### config.mk
export PLATFORM = sky130hd
export DESIGN_NAME = olc_top
export DESIGN_NICKNAME = d
export VERILOG_FILES = /design/src/olc_pkg.sv /design/src/olc_stable.sv /design/src/olc_top.sv
export SDC_FILE = /design/constraint.sdc
export NUM_CORES = 1
export LEC_CHECK = 0
export BUFFER_PORTS_ARGS = -buffer_cell sky130_fd_sc_hd__buf_2
export CAP_MARGIN = 30
export CORE_UTILIZATION = 65
export DETAILED_ROUTE_END_ITERATION = 7
export HOLD_SLACK_MARGIN = 0.06
export PLACE_DENSITY = 0.94
export SYNTH_ARGS = -nofsm -noshare
export SYNTH_HDL_FRONTEND = slang
export SYNTH_SLANG_ARGS = --single-unit
### constraint.sdc
create_clock -name aclk -period 5.19 [get_ports aclk]
set_input_delay 0.2595 -clock aclk [delete_from_list [all_inputs] [get_ports aclk]]
set_output_delay 0.2595 -clock aclk [all_outputs]
set_load 0.1 [all_outputs]
### src/olc_pkg.sv
// Purpose: Shared constants and types of the octal output control logic.
// Assumes: One 100 MHz clock; AXI4-Lite register access with 32-bit data.
// Notes: Each register takes one aligned word; offsets are byte addresses.
package olc_pkg;
   // ==========================================================================
   // Clock and timing
   // ==========================================================================
   localparam int unsigned CLK_FREQ_HZ = 100_000_000;
   localparam int unsigned FAULT_HOLD_TIME_MS = 200;
   localparam int unsigned FAULT_HOLD_CYCLES = FAULT_HOLD_TIME_MS * (CLK_FREQ_HZ / 1000);
   localparam int unsigned OPEN_LOAD_DEBOUNCE_TIME_US = 50;
   localparam int unsigned OPEN_LOAD_DEBOUNCE_CYCLES =
      OPEN_LOAD_DEBOUNCE_TIME_US * (CLK_FREQ_HZ / 1_000_000);
   localparam int unsigned GLITCH_FILTER_TIME_NS = 100;
   localparam int unsigned GLITCH_FILTER_CYCLES =
      (GLITCH_FILTER_TIME_NS * (CLK_FREQ_HZ / 1_000_000) + 999) / 1000;

   // ==========================================================================
   // Register map
   // ==========================================================================
   localparam logic [7:0] OUTPUT_STATE_ADDR = 8'h00;
   localparam logic [7:0] CHANNEL_CONFIG_ADDR = 8'h04;
   localparam logic [7:0] PAIR_JOIN_ADDR = 8'h0c;
   localparam logic [7:0] FAULT_FLAGS_ADDR = 8'h10;
   localparam logic [7:0] LIVE_STATUS_ADDR = 8'h14;
   localparam int unsigned LOWER_JOIN_BIT = 0;
   localparam int unsigned UPPER_JOIN_BIT = 1;
   localparam int unsigned STATUS_SERIAL_BIT = 8;
   localparam int unsigned STATUS_WORD16_BIT = 9;
   localparam int unsigned STATUS_FAULT_BIT = 10;
   localparam logic [1:0] RESP_OKAY = 2'h0;
   localparam logic [1:0] RESP_SLVERR = 2'h2;

   // Per-channel drive bundle sent to the output stage.
   typedef struct packed {
      logic [7:0] high_side_switch;
      logic [7:0] low_side;
      logic [7:0] pull_up;
      logic [7:0] fault_led;
   } olc_drive_t;
endpackage : olc_pkg

### src/olc_stable.sv
// Purpose: Passes a vector on only after it has held still for a set time.
// Assumes: Input is synchronous to aclk.
// Notes: Serves both as glitch filter and as open-load debouncer.
`timescale 1ns/1ps
module olc_stable #(
   parameter int unsigned W = 1,
   parameter int unsigned CYCLES = 4,
   parameter logic [W-1:0] RESET_VALUE = '0
) (
   input wire logic aclk,
   input wire logic aresetn,
   input wire logic [W-1:0] d,
   output logic [W-1:0] q
);
   localparam int unsigned CW = $clog2(CYCLES + 1);
   localparam logic [CW-1:0] LAST = CW'(CYCLES - 1);
   logic [W-1:0] sample;
   logic [CW-1:0] count;

   // ==========================================================================
   // Stability counter
   // ==========================================================================
   // Any change restarts the count, so a glitch shorter than the window never reaches q.
   always_ff @(posedge aclk) begin
      if (!aresetn) begin
         sample <= RESET_VALUE;
         count <= '0;
         q <= RESET_VALUE;
      end else begin
         sample <= d;
         if (d != sample) begin
            count <= '0;
         end else if (count != LAST) begin
            count <= count + CW'(1);
         end else begin
            q <= sample;
         end
      end
   end
endmodule : olc_stable

### src/olc_top.sv
// Purpose: Pin, mode, pairing and open-load control of an eight-channel driver.
// Assumes: Inputs synchronous to aclk; registers reached over AXI4-Lite.
// Notes: Analog comparator results arrive as plain inputs per channel.
// Contract
// - Serial-select high: outputs from registers; low: dual pins drive channels directly.
// - Serial mode with open-load pin high enables detection on all high-side channels.
// - Serial mode: configure pin high routes writes to configuration, low to outputs.
// - Parallel mode: configure and word-length pins drive channels seven and eight.
// - Serial mode: word-length pin high selects 16-bit frames, low 8-bit.
// - Filter-enable high glitch-filters all parallel inputs and chip select.
// - Fault output pulled low on driver shutdown or open-load detection.
// - Push-pull pin high: all unjoined channels push-pull; low: high-side unless a serial-mode config bit sets push-pull.
// - Output-enable low turns off switches, push-pull drivers and LEDs.
// - Register three holds a lower and an upper pair join bit.
// - Lower join: channels 1-2 follow input 1, channels 3-4 input 3.
// - Upper join: channels 5-6 follow input 5, channels 7-8 input 7.
// - Joined pairs never run push-pull, only high-side.
// - Fault diagnostics stay per channel even when paired.
// - Open-load enabled per channel by config bit or globally by pin.
// - Open-load detection only in high-side mode, switch on or off.
// - Switch off: pull-up on, open load when voltage above threshold.
// - Switch on: open load when switch drop shows current below threshold.
// - Open load reported only after input and load stable for debounce time.
// - Open load sets the channel fault flag in diagnostic data.
// - Open load lights channel fault LED at least 200 ms.
// - Open load holds the global fault output at least 200 ms.
`timescale 1ns/1ps
module olc_top
   import olc_pkg::*;
#(
   parameter int unsigned HOLD_CYCLES = FAULT_HOLD_CYCLES,
   parameter int unsigned DEBOUNCE_CYCLES = OPEN_LOAD_DEBOUNCE_CYCLES,
   parameter int unsigned FILTER_CYCLES = GLITCH_FILTER_CYCLES
) (
   input wire logic aclk,
   input wire logic aresetn,
   input wire logic [7:0] s_axi_awaddr,
   input wire logic s_axi_awvalid,
   output logic s_axi_awready,
   input wire logic [31:0] s_axi_wdata,
   input wire logic [3:0] s_axi_wstrb,
   input wire logic s_axi_wvalid,
   output logic s_axi_wready,
   output logic [1:0] s_axi_bresp,
   output logic s_axi_bvalid,
   input wire logic s_axi_bready,
   input wire logic [7:0] s_axi_araddr,
   input wire logic s_axi_arvalid,
   output logic s_axi_arready,
   output logic [31:0] s_axi_rdata,
   output logic [1:0] s_axi_rresp,
   output logic s_axi_rvalid,
   input wire logic s_axi_rready,
   input wire logic serial_select,
   input wire logic open_load_enable_or_input1,
   input wire logic [4:0] input2_to_6,
   input wire logic configure_or_input7,
   input wire logic word_length_or_input8,
   input wire logic filter_enable,
   input wire logic push_pull_select,
   input wire logic output_enable,
   input wire logic chip_select_n,
   input wire logic [7:0] driver_shutdown,
   input wire logic [7:0] off_level_above,
   input wire logic [7:0] on_current_below,
   output olc_pkg::olc_drive_t drive,
   output logic fault_n_oe,
   output logic word16_select,
   output logic config_route,
   output logic chip_select_n_filtered
);
   import olc_pkg::*;
   localparam int unsigned HW = $clog2(HOLD_CYCLES + 1);
   localparam logic [HW-1:0] HOLD_LOAD = HW'(HOLD_CYCLES);

   logic [7:0] output_state;
   logic [7:0] cfg_open_load;
   logic [7:0] cfg_push_pull;
   logic lower_pair_join;
   logic upper_pair_join;
   logic [7:0] fault_flags;
   logic [8:0] filtered;
   logic [8:0] pins_used;
   logic [7:0] level;
   logic [7:0] join_mask;
   logic [7:0] pp_mode;
   logic [7:0] ol_enable;
   logic [7:0] ol_raw;
   logic [7:0] ol_detected;
   logic [HW-1:0] led_count [8];
   logic [HW-1:0] global_count;
   logic [7:0] led_hold;
   logic aw_full;
   logic w_full;
   logic [7:0] aw_addr;
   logic [31:0] w_data;
   logic [3:0] w_strb;
   logic next_aw_full;
   logic next_w_full;
   logic do_write;
   logic wr_outputs;
   logic wr_config;
   logic [31:0] merged_outputs;
   logic [31:0] merged_config;

   // Merge a write under byte strobes into an old register value.
   function automatic logic [31:0] olc_merge(input logic [31:0] old, input logic [31:0] data,
                                             input logic [3:0] strb);
      logic [31:0] r;
      r = old;
      for (int b = 0; b < 4; b++) begin
         if (strb[b]) begin
            r[8*b +: 8] = data[8*b +: 8];
         end
      end
      return r;
   endfunction : olc_merge

   // ==========================================================================
   // Input filtering and pin selection
   // ==========================================================================
   // Parallel pins and chip select pass through one shared stability filter.
   olc_stable #(.W(9), .CYCLES(FILTER_CYCLES), .RESET_VALUE(9'h100)) u_filter (
      .aclk(aclk),
      .aresetn(aresetn),
      .d({chip_select_n, word_length_or_input8, configure_or_input7, input2_to_6,
          open_load_enable_or_input1}),
      .q(filtered)
   );

   // Filter bypass keeps the fast path available when filtering is off.
   assign pins_used = filter_enable ? filtered :
                      {chip_select_n, word_length_or_input8, configure_or_input7, input2_to_6,
                       open_load_enable_or_input1};

   // Channel levels come from the register in serial mode, from the pins otherwise.
   always_comb begin
      level = serial_select ? output_state : pins_used[7:0];
      if (lower_pair_join) begin
         level[1] = level[0];
         level[3] = level[2];
      end
      if (upper_pair_join) begin
         level[5] = level[4];
         level[7] = level[6];
      end
   end

   // Mode selection: joined pairs are forced high-side.
   assign join_mask = {{4{upper_pair_join}}, {4{lower_pair_join}}};
   assign pp_mode = ({8{push_pull_select}} | (serial_select ? cfg_push_pull : 8'h00))
                    & ~join_mask;

   // Open-load enable only in high-side mode, per channel or globally by pin.
   assign ol_enable = ((serial_select && pins_used[0]) ? 8'hff : cfg_open_load)
                      & ~pp_mode;

   // Comparator choice follows the switch state of each channel.
   assign ol_raw = ol_enable & ((level & on_current_below) |
                                (~level & off_level_above));

   // ==========================================================================
   // Open-load debounce and hold timers
   // ==========================================================================
   for (genvar i = 0; i < 8; i++) begin : g_chan
      logic [1:0] settled;
      // Input state and load condition must both hold still before a report.
      olc_stable #(.W(2), .CYCLES(DEBOUNCE_CYCLES), .RESET_VALUE(2'h0)) u_deb (
         .aclk(aclk),
         .aresetn(aresetn),
         .d({level[i], ol_raw[i]}),
         .q(settled)
      );
      assign ol_detected[i] = settled[0] & ol_raw[i];

      // Each channel restarts its own LED hold whenever a detection is seen.
      always_ff @(posedge aclk) begin
         if (!aresetn) begin
            led_count[i] <= '0;
         end else if (ol_detected[i]) begin
            led_count[i] <= HOLD_LOAD;
         end else if (led_count[i] != '0) begin
            led_count[i] <= led_count[i] - HW'(1);
         end
      end
      assign led_hold[i] = (led_count[i] != '0) | ol_detected[i] | driver_shutdown[i];
   end

   // Global fault hold, restarted by any open-load detection.
   always_ff @(posedge aclk) begin
      if (!aresetn) begin
         global_count <= '0;
      end else if (|ol_detected) begin
         global_count <= HOLD_LOAD;
      end else if (global_count != '0) begin
         global_count <= global_count - HW'(1);
      end
   end

   // ==========================================================================
   // Registered outputs
   // ==========================================================================
   // Every output leaves through a flip-flop so the pins never see decode hazards.
   always_ff @(posedge aclk) begin
      if (!aresetn) begin
         drive <= '0;
         fault_n_oe <= 1'b0;
         word16_select <= 1'b0;
         config_route <= 1'b0;
         chip_select_n_filtered <= 1'b1;
      end else begin
         drive.high_side_switch <= output_enable ? level : 8'h00;
         drive.low_side <= output_enable ? (pp_mode & ~level) : 8'h00;
         drive.pull_up <= output_enable ? (ol_enable & ~level) : 8'h00;
         drive.fault_led <= output_enable ? led_hold : 8'h00;
         fault_n_oe <= (|driver_shutdown) | (|ol_detected) | (global_count != '0);
         word16_select <= serial_select & pins_used[7];
         config_route <= serial_select & pins_used[6];
         chip_select_n_filtered <= pins_used[8];
      end
   end

   // ==========================================================================
   // AXI4-Lite write path
   // ==========================================================================
   assign next_aw_full = (aw_full | (s_axi_awvalid & s_axi_awready)) &
                         ~(s_axi_bvalid & s_axi_bready);
   assign next_w_full = (w_full | (s_axi_wvalid & s_axi_wready)) &
                        ~(s_axi_bvalid & s_axi_bready);
   assign do_write = aw_full & w_full & ~s_axi_bvalid;
   assign wr_outputs = serial_select & ~pins_used[6];
   assign wr_config = serial_select & pins_used[6];
   // Strobe merges of the writable words; a function result cannot be sliced in place.
   assign merged_outputs = olc_merge({24'h0, output_state}, w_data, w_strb);
   assign merged_config = olc_merge({16'h0, cfg_push_pull, cfg_open_load}, w_data, w_strb);

   // Address and data are caught independently and held until the response is taken.
   always_ff @(posedge aclk) begin
      if (!aresetn) begin
         aw_full <= 1'b0;
         w_full <= 1'b0;
         s_axi_awready <= 1'b0;
         s_axi_wready <= 1'b0;
         aw_addr <= 8'h00;
         w_data <= 32'h0;
         w_strb <= 4'h0;
      end else begin
         aw_full <= next_aw_full;
         w_full <= next_w_full;
         s_axi_awready <= ~next_aw_full;
         s_axi_wready <= ~next_w_full;
         if (s_axi_awvalid && s_axi_awready) begin
            aw_addr <= s_axi_awaddr;
         end
         if (s_axi_wvalid && s_axi_wready) begin
            w_data <= s_axi_wdata;
            w_strb <= s_axi_wstrb;
         end
      end
   end

   // Write response; unmapped addresses answer with a slave error.
   always_ff @(posedge aclk) begin
      if (!aresetn) begin
         s_axi_bvalid <= 1'b0;
         s_axi_bresp <= RESP_OKAY;
      end else if (do_write) begin
         s_axi_bvalid <= 1'b1;
         unique case (aw_addr)
            OUTPUT_STATE_ADDR, CHANNEL_CONFIG_ADDR, PAIR_JOIN_ADDR, FAULT_FLAGS_ADDR,
            LIVE_STATUS_ADDR: s_axi_bresp <= RESP_OKAY;
            default: s_axi_bresp <= RESP_SLVERR;
         endcase
      end else if (s_axi_bready) begin
         s_axi_bvalid <= 1'b0;
      end
   end

   // Output states accept writes only when routed to them.
   always_ff @(posedge aclk) begin
      if (!aresetn) begin
         output_state <= 8'h00;
      end else if (do_write && wr_outputs && aw_addr == OUTPUT_STATE_ADDR) begin
         output_state <= merged_outputs[7:0];
      end
   end

   // Configuration, including the pair join bits, accepts writes only when routed to it.
   always_ff @(posedge aclk) begin
      if (!aresetn) begin
         cfg_open_load <= 8'h00;
         cfg_push_pull <= 8'h00;
         lower_pair_join <= 1'b0;
         upper_pair_join <= 1'b0;
      end else if (do_write && wr_config) begin
         if (aw_addr == CHANNEL_CONFIG_ADDR) begin
            {cfg_push_pull, cfg_open_load} <= merged_config[15:0];
         end
         if (aw_addr == PAIR_JOIN_ADDR && w_strb[0]) begin
            lower_pair_join <= w_data[LOWER_JOIN_BIT];
            upper_pair_join <= w_data[UPPER_JOIN_BIT];
         end
      end
   end

   // Fault flags: shutdown or open load sets, writing one clears; a set wins the clash.
   always_ff @(posedge aclk) begin
      if (!aresetn) begin
         fault_flags <= 8'h00;
      end else begin
         if (do_write && aw_addr == FAULT_FLAGS_ADDR && w_strb[0]) begin
            fault_flags <= (fault_flags & ~w_data[7:0]) | ol_detected | driver_shutdown;
         end else begin
            fault_flags <= fault_flags | ol_detected | driver_shutdown;
         end
      end
   end

   // ==========================================================================
   // AXI4-Lite read path
   // ==========================================================================
   // One read at a time; the data word is captured when the address is taken.
   always_ff @(posedge aclk) begin
      if (!aresetn) begin
         s_axi_arready <= 1'b0;
         s_axi_rvalid <= 1'b0;
         s_axi_rdata <= 32'h0;
         s_axi_rresp <= RESP_OKAY;
      end else if (s_axi_arvalid && s_axi_arready) begin
         s_axi_arready <= 1'b0;
         s_axi_rvalid <= 1'b1;
         s_axi_rresp <= RESP_OKAY;
         unique case (s_axi_araddr)
            OUTPUT_STATE_ADDR: s_axi_rdata <= {24'h0, output_state};
            CHANNEL_CONFIG_ADDR: s_axi_rdata <= {16'h0, cfg_push_pull, cfg_open_load};
            PAIR_JOIN_ADDR: s_axi_rdata <= {30'h0, upper_pair_join, lower_pair_join};
            FAULT_FLAGS_ADDR: s_axi_rdata <= {24'h0, fault_flags};
            LIVE_STATUS_ADDR: s_axi_rdata <= {21'h0, fault_n_oe, word16_select,
                                              serial_select, ol_detected};
            default: begin
               s_axi_rdata <= 32'h0;
               s_axi_rresp <= RESP_SLVERR;
            end
         endcase
      end else if (s_axi_rvalid) begin
         if (s_axi_rready) begin
            s_axi_rvalid <= 1'b0;
            s_axi_arready <= 1'b1;
         end
      end else begin
         s_axi_arready <= 1'b1;
      end
   end
endmodule : olc_top

-- Word-level counts from Yosys, hierarchy flattened
Memories as Yosys holds them, arrays and structs flattened.
Cells that the tools add are included.
- flip-flop bits (word level): 314
- bits in writable memories: 200
- input port bits: 96
- output and inout bits: 77
- logic and storage cells: 344
- memories kept: 1
- $add $sub $neg: 18
- eq/ne operators: 27
- muxes and demuxes: 94
- bitwise gates (word level): 96
- reduce and logical (&&, ||, !) cells: 52
- memory list (memory ; words ; width ; rd ports ; clocked after Yosys merged registers in ; write ports ; RTL line ; text):
    led_count ; 8 ; 25 ; 8 ; 0 ; 8 ; olc_top.sv:90 ; logic [HW-1:0] led_count [8];
- operators with widths (operator ; number):
    $mux W25 ; 18
    $reduce_bool A25 Y1 ; 9
    $sub A25 B1 Y25 const B ; 9
    $add A13 B1 Y13 const B ; 8
    $ne A13 B13 Y1 const B ; 8
    $pmux W16 S5 ; 1
    $mux W1 ; 68
    $and A8 B8 Y8 ; 8
    $or A8 B8 Y8 ; 6
    $or A1 B1 Y1 ; 36
    $eq A8 B5 Y1 const B ; 4
    $mux W8 ; 4
    $not A8 Y8 ; 4
    $not A1 Y1 ; 24
    $reduce_and A2 Y1 ; 12
    $reduce_or A2 Y1 ; 10
    $and A1 B1 Y1 ; 18
    $eq A8 B3 Y1 const B ; 2
    $eq A8 B4 Y1 const B ; 2
    $logic_not A8 Y1 ; 2
    $ne A2 B2 Y1 ; 8
    $reduce_or A8 Y1 ; 2
    $logic_and A1 B1 Y1 ; 10
    $reduce_or A5 Y1 ; 2
    other kinds (9) ; 12

-- Longest topological paths before layout
- word-level depth: 13
- depth in mapped cells: 10
- depth with buffers taken out: 8

-- Hierarchy
A second synthesis with hierarchy kept.
- cells, all modules: 2477
- area total of the unflattened synthesis: 24069.3 sq um
- modules (own cells, without submodules) (module ; times used ; cells an instance ; area an instance (sq um) ; sequential area each (sq um)):
    olc_top ; 1 ; 1716 ; 17217.8 ; 8928.6
    olc_stable at g_chan[0].u_deb ... ; 8 ; 83 ; 732.0 ; 340.3
    olc_stable at u_filter ; 1 ; 97 ; 996.0 ; 440.4

-- Worst setup path after synthesis
No wires, ideal clock.
- kind: flip-flop to flip-flop
- from: memory led_count[0][84] (netlist bit)
- to: memory led_count[0][75] (netlist bit), enable pin
- setup time: 432 ps
- data arrival time: 2870 ps
- data required time: 4758 ps
- setup slack: 1888 ps
- stages on the path, launching flop included: 7
- buffers on the path: 0
- clock period less this slack: 3302 ps
- cells stage by stage: edfxtp_1 > or3_1 > or4_4 > or3_1 > or4b_1 > nor2_1 > nand2_1
- RTL lines (element ; RTL line):
    from (decl) ; olc_top.sv:90

==> out/results.ini <==
[outcome]
outcome=complete, no violations

[global_route]
grt_usage_pct=33.66
grt_pass1_wl_um=97750
grt-ovfl-total=0
antenna_found_initial=11
grt_pass1_vias=19060
grt_max_degree=61

[placed_design]
dp_slack_ns=1.427
port_buffers=136
gp_congestion=0.9310
placed_cell_area_sq_um=24370
hpwl_um=40460

[clock_network]
clockRootBuffer=clkbuf_16
postCtsHoldBufs=53
clk_path_buf_depth=3
cts_resized=0
cts_tree=yes
clk_pin_slew_ns=0.06
post-cts-setup-buffers=0
numCtsBuffers=49
cts-htree-levels=2
clk_latency_ns=0.60
cts_sinks=496

[sta]
period_needed_ns=3.684
maxClockFrequency_ghz=0.2714
slew_headroom_pct=28.60
max_slew.worst_pin.slew_ns=1.069
drv_slew=0
rsz0062_at_grt=false
finalHoldViolCount=0
setup_viol=0
clock_skew_ns=0.03553
fin_crit_sh_pct=70.99
finalSetupTns_ns=0
worst_slack_ns=1.506

[layout]
area_growth_pct=14.59
fin_area_sq_um=26820
drive_gt1_share_pct=11.14
mostFrequentLayoutCell=nor2_1
register_area_sq_um=11930
n_fill_cell=2019
most-common-layout-cells=nor2_1 (431), dfxtp_1 (296), edfxtp_1 (200)
final_nets=2722
multiInputGateArea_sq_um=10900

[synth]
synth_compound_area_share_pct=6.682
synth_top_family_by_area=simple AND/OR/NAND/NOR gates
syn_inst=2420
synth-edff-count=200
synthDistinctLibCells=74
async_reset_ff_share_pct=0
synthAdderAreaFrac_pct=1.497
synth_xor_xnor_area_share_pct=11.15
synth_top_cell_area_share_pct=25.66
avgSynthCellArea_sq_um=9.671
yosys_register_bits=496
synthTopCellsByArea=edfxtp_1 (26%), dfxtp_1 (25%), nor2_1 (6.9%), xnor2_1 (5.9%), xor2_1 (5.2%)
ys_seq_area_share_pct=50.98
synth_ff_type=dfxtp_1
yosys_warnings=0
yosys.area.top_type=edfxtp_1
muxShareOfSynthArea_pct=3.838
syn_area_sq_um=23400
synthSimpleGateAreaFrac_pct=23.10

[worst_setup_path]
cp_top_family=simple AND/OR/NAND/NOR gates
path_cells=or3_1 > or4_4 > or4_1 > nor4_2 > nand2b_1 > o21ai_0
cp_max_fo=24
cp_slowest_stage_delay_ns=0.74
arrival_ns=3.96
cpMaxStageDelayCell=nand2b_1
required_ns=5.47
setup.worst_path.class=reg -> reg
crit_buf_inv=0
start_kind=register
end_kind=register

[drt]
wl_met3_um=6382
route.met2.wl_um=30300
wl_per_cell_um=20.26
first_pass_iters=6
m1WireLength_um=22420
num_vias=19670
dr.first_iter.drc_count=2134
routed.top_layer=met5
viasPerCell=6.328
drc=0
wl_um=62960
antenna_left=0

[floorplanning]
rows=69
chipWidth_um=191.8
die_area_sq_um=36770
start_util_pct=65.96
core_sq_um=35480
pin_count=173
die_y_um=191.8

[pwr]
p_leak_nw=10.49
peakVddDrop_uv=383.7
pwr_density_cell_nw_per_um2=499.3
power.total_mw=13.39

[flow_run]
cap_violations=0

[min_path]
hold_class=in -> reg

[flip-flops by register name, summed over array words and instances (netlist names), 2 cells and up]
register,cells
fault_flags,8
u_filter.sample,9
aw_addr,8
u_filter.count,4
g_chan.u_deb.sample,16
w_strb,2
g_chan.u_deb.q,8
led_count,200
u_filter.q,9
global_count,25
g_chan.u_deb.count,104
s_axi_rdata,16
cfg_push_pull,8
cfg_open_load,8
drive,32
w_data,16
output_state,8
[where the power goes]
part / total, mW / switching [mW] / internal, mW
sequential: 5.53 / 0.602 / 4.93
clock: 3.75 / 1.53 / 2.22
combinational: 4.11 / 2.52 / 1.59
[cell usage after synthesis (all sizes together) (37+ instances only)]
library cell / n
nor2: 431
nand3: 88
nor4: 52
a21oi: 105
dfxtp: 296
inv: 37
mux2i: 62
xnor2: 158
xor2: 140
o21ai: 75
nor3: 93
edfxtp: 200
clkbuf: 68
nand2: 189
[final timing paths]
path | from | endpoint | slack (ns) | cells past startpoint
setup / recovery | led_count[1][86]$_DFFE_PP_ | led_count[1][95]$_DFFE_PP_ | 1.51 | 6
hold reg to reg | w_data[15]$_SDFFE_PN0P_ | w_data[15]$_SDFFE_PN0P_ | 0.46 | 2
hold / removal | filter_enable | chip_select_n_filtered$_SDFF_PN1_ | 0.10 | 3
setup reg to reg | led_count[1][86]$_DFFE_PP_ | led_count[1][95]$_DFFE_PP_ | 1.51 | 6
[cells by family (layout without fill, tap and decap cells)]
group                    count (synthesis)  in the layout
AO/OA/AOI/OAI                          264            264
XOR/XNOR                               298            298
adder cells (fa/ha/maj)                 28             28
buffers and inverters                  139            341
flip-flops                             496            496
multiplexers                            82             82
other                                    1             26
AND/OR/NAND/NOR                       1112           1112
[metal layers]
metal  up-vias  GRT usage [%]
met5         -              0
met1      9383          40.06
met2      1177          55.92
met3       281          7.637
met4         6          19.51
li1       8820              -
[stage by stage]
stage / hold slack, ns / instances / util (%)
2_1_floorplan: 0.3610 / 2437 / -
3_3_place_gp: 0.4404 / 2942 / 68.48
3_5_place_dp: 0.4470 / 2948 / 68.69
4_1_cts: 0.06062 / 3093 / 75.04
5_1_grt: 0.1015 / 3108 / 75.58
6_report: 0.1032 / 3108 / 75.58
[layout make-up]
cell class                 instances  share of cell area (%)
tap                              461                   2.151
inverter                          38                  0.5365
sequential                       496                   44.49
clock inverter                    12                  0.4479
multi-input combinational       1802                   40.63
clock buffer                      80                   5.976
timing repair buffer             211                   5.696
antenna                            8                 0.07464
[tightest hold or removal path: stages]
cell	delay, ns
buf_2	0.20
mux2i_1	0.15
nand2_1	0.06
(Power assumes the default switching activity.)
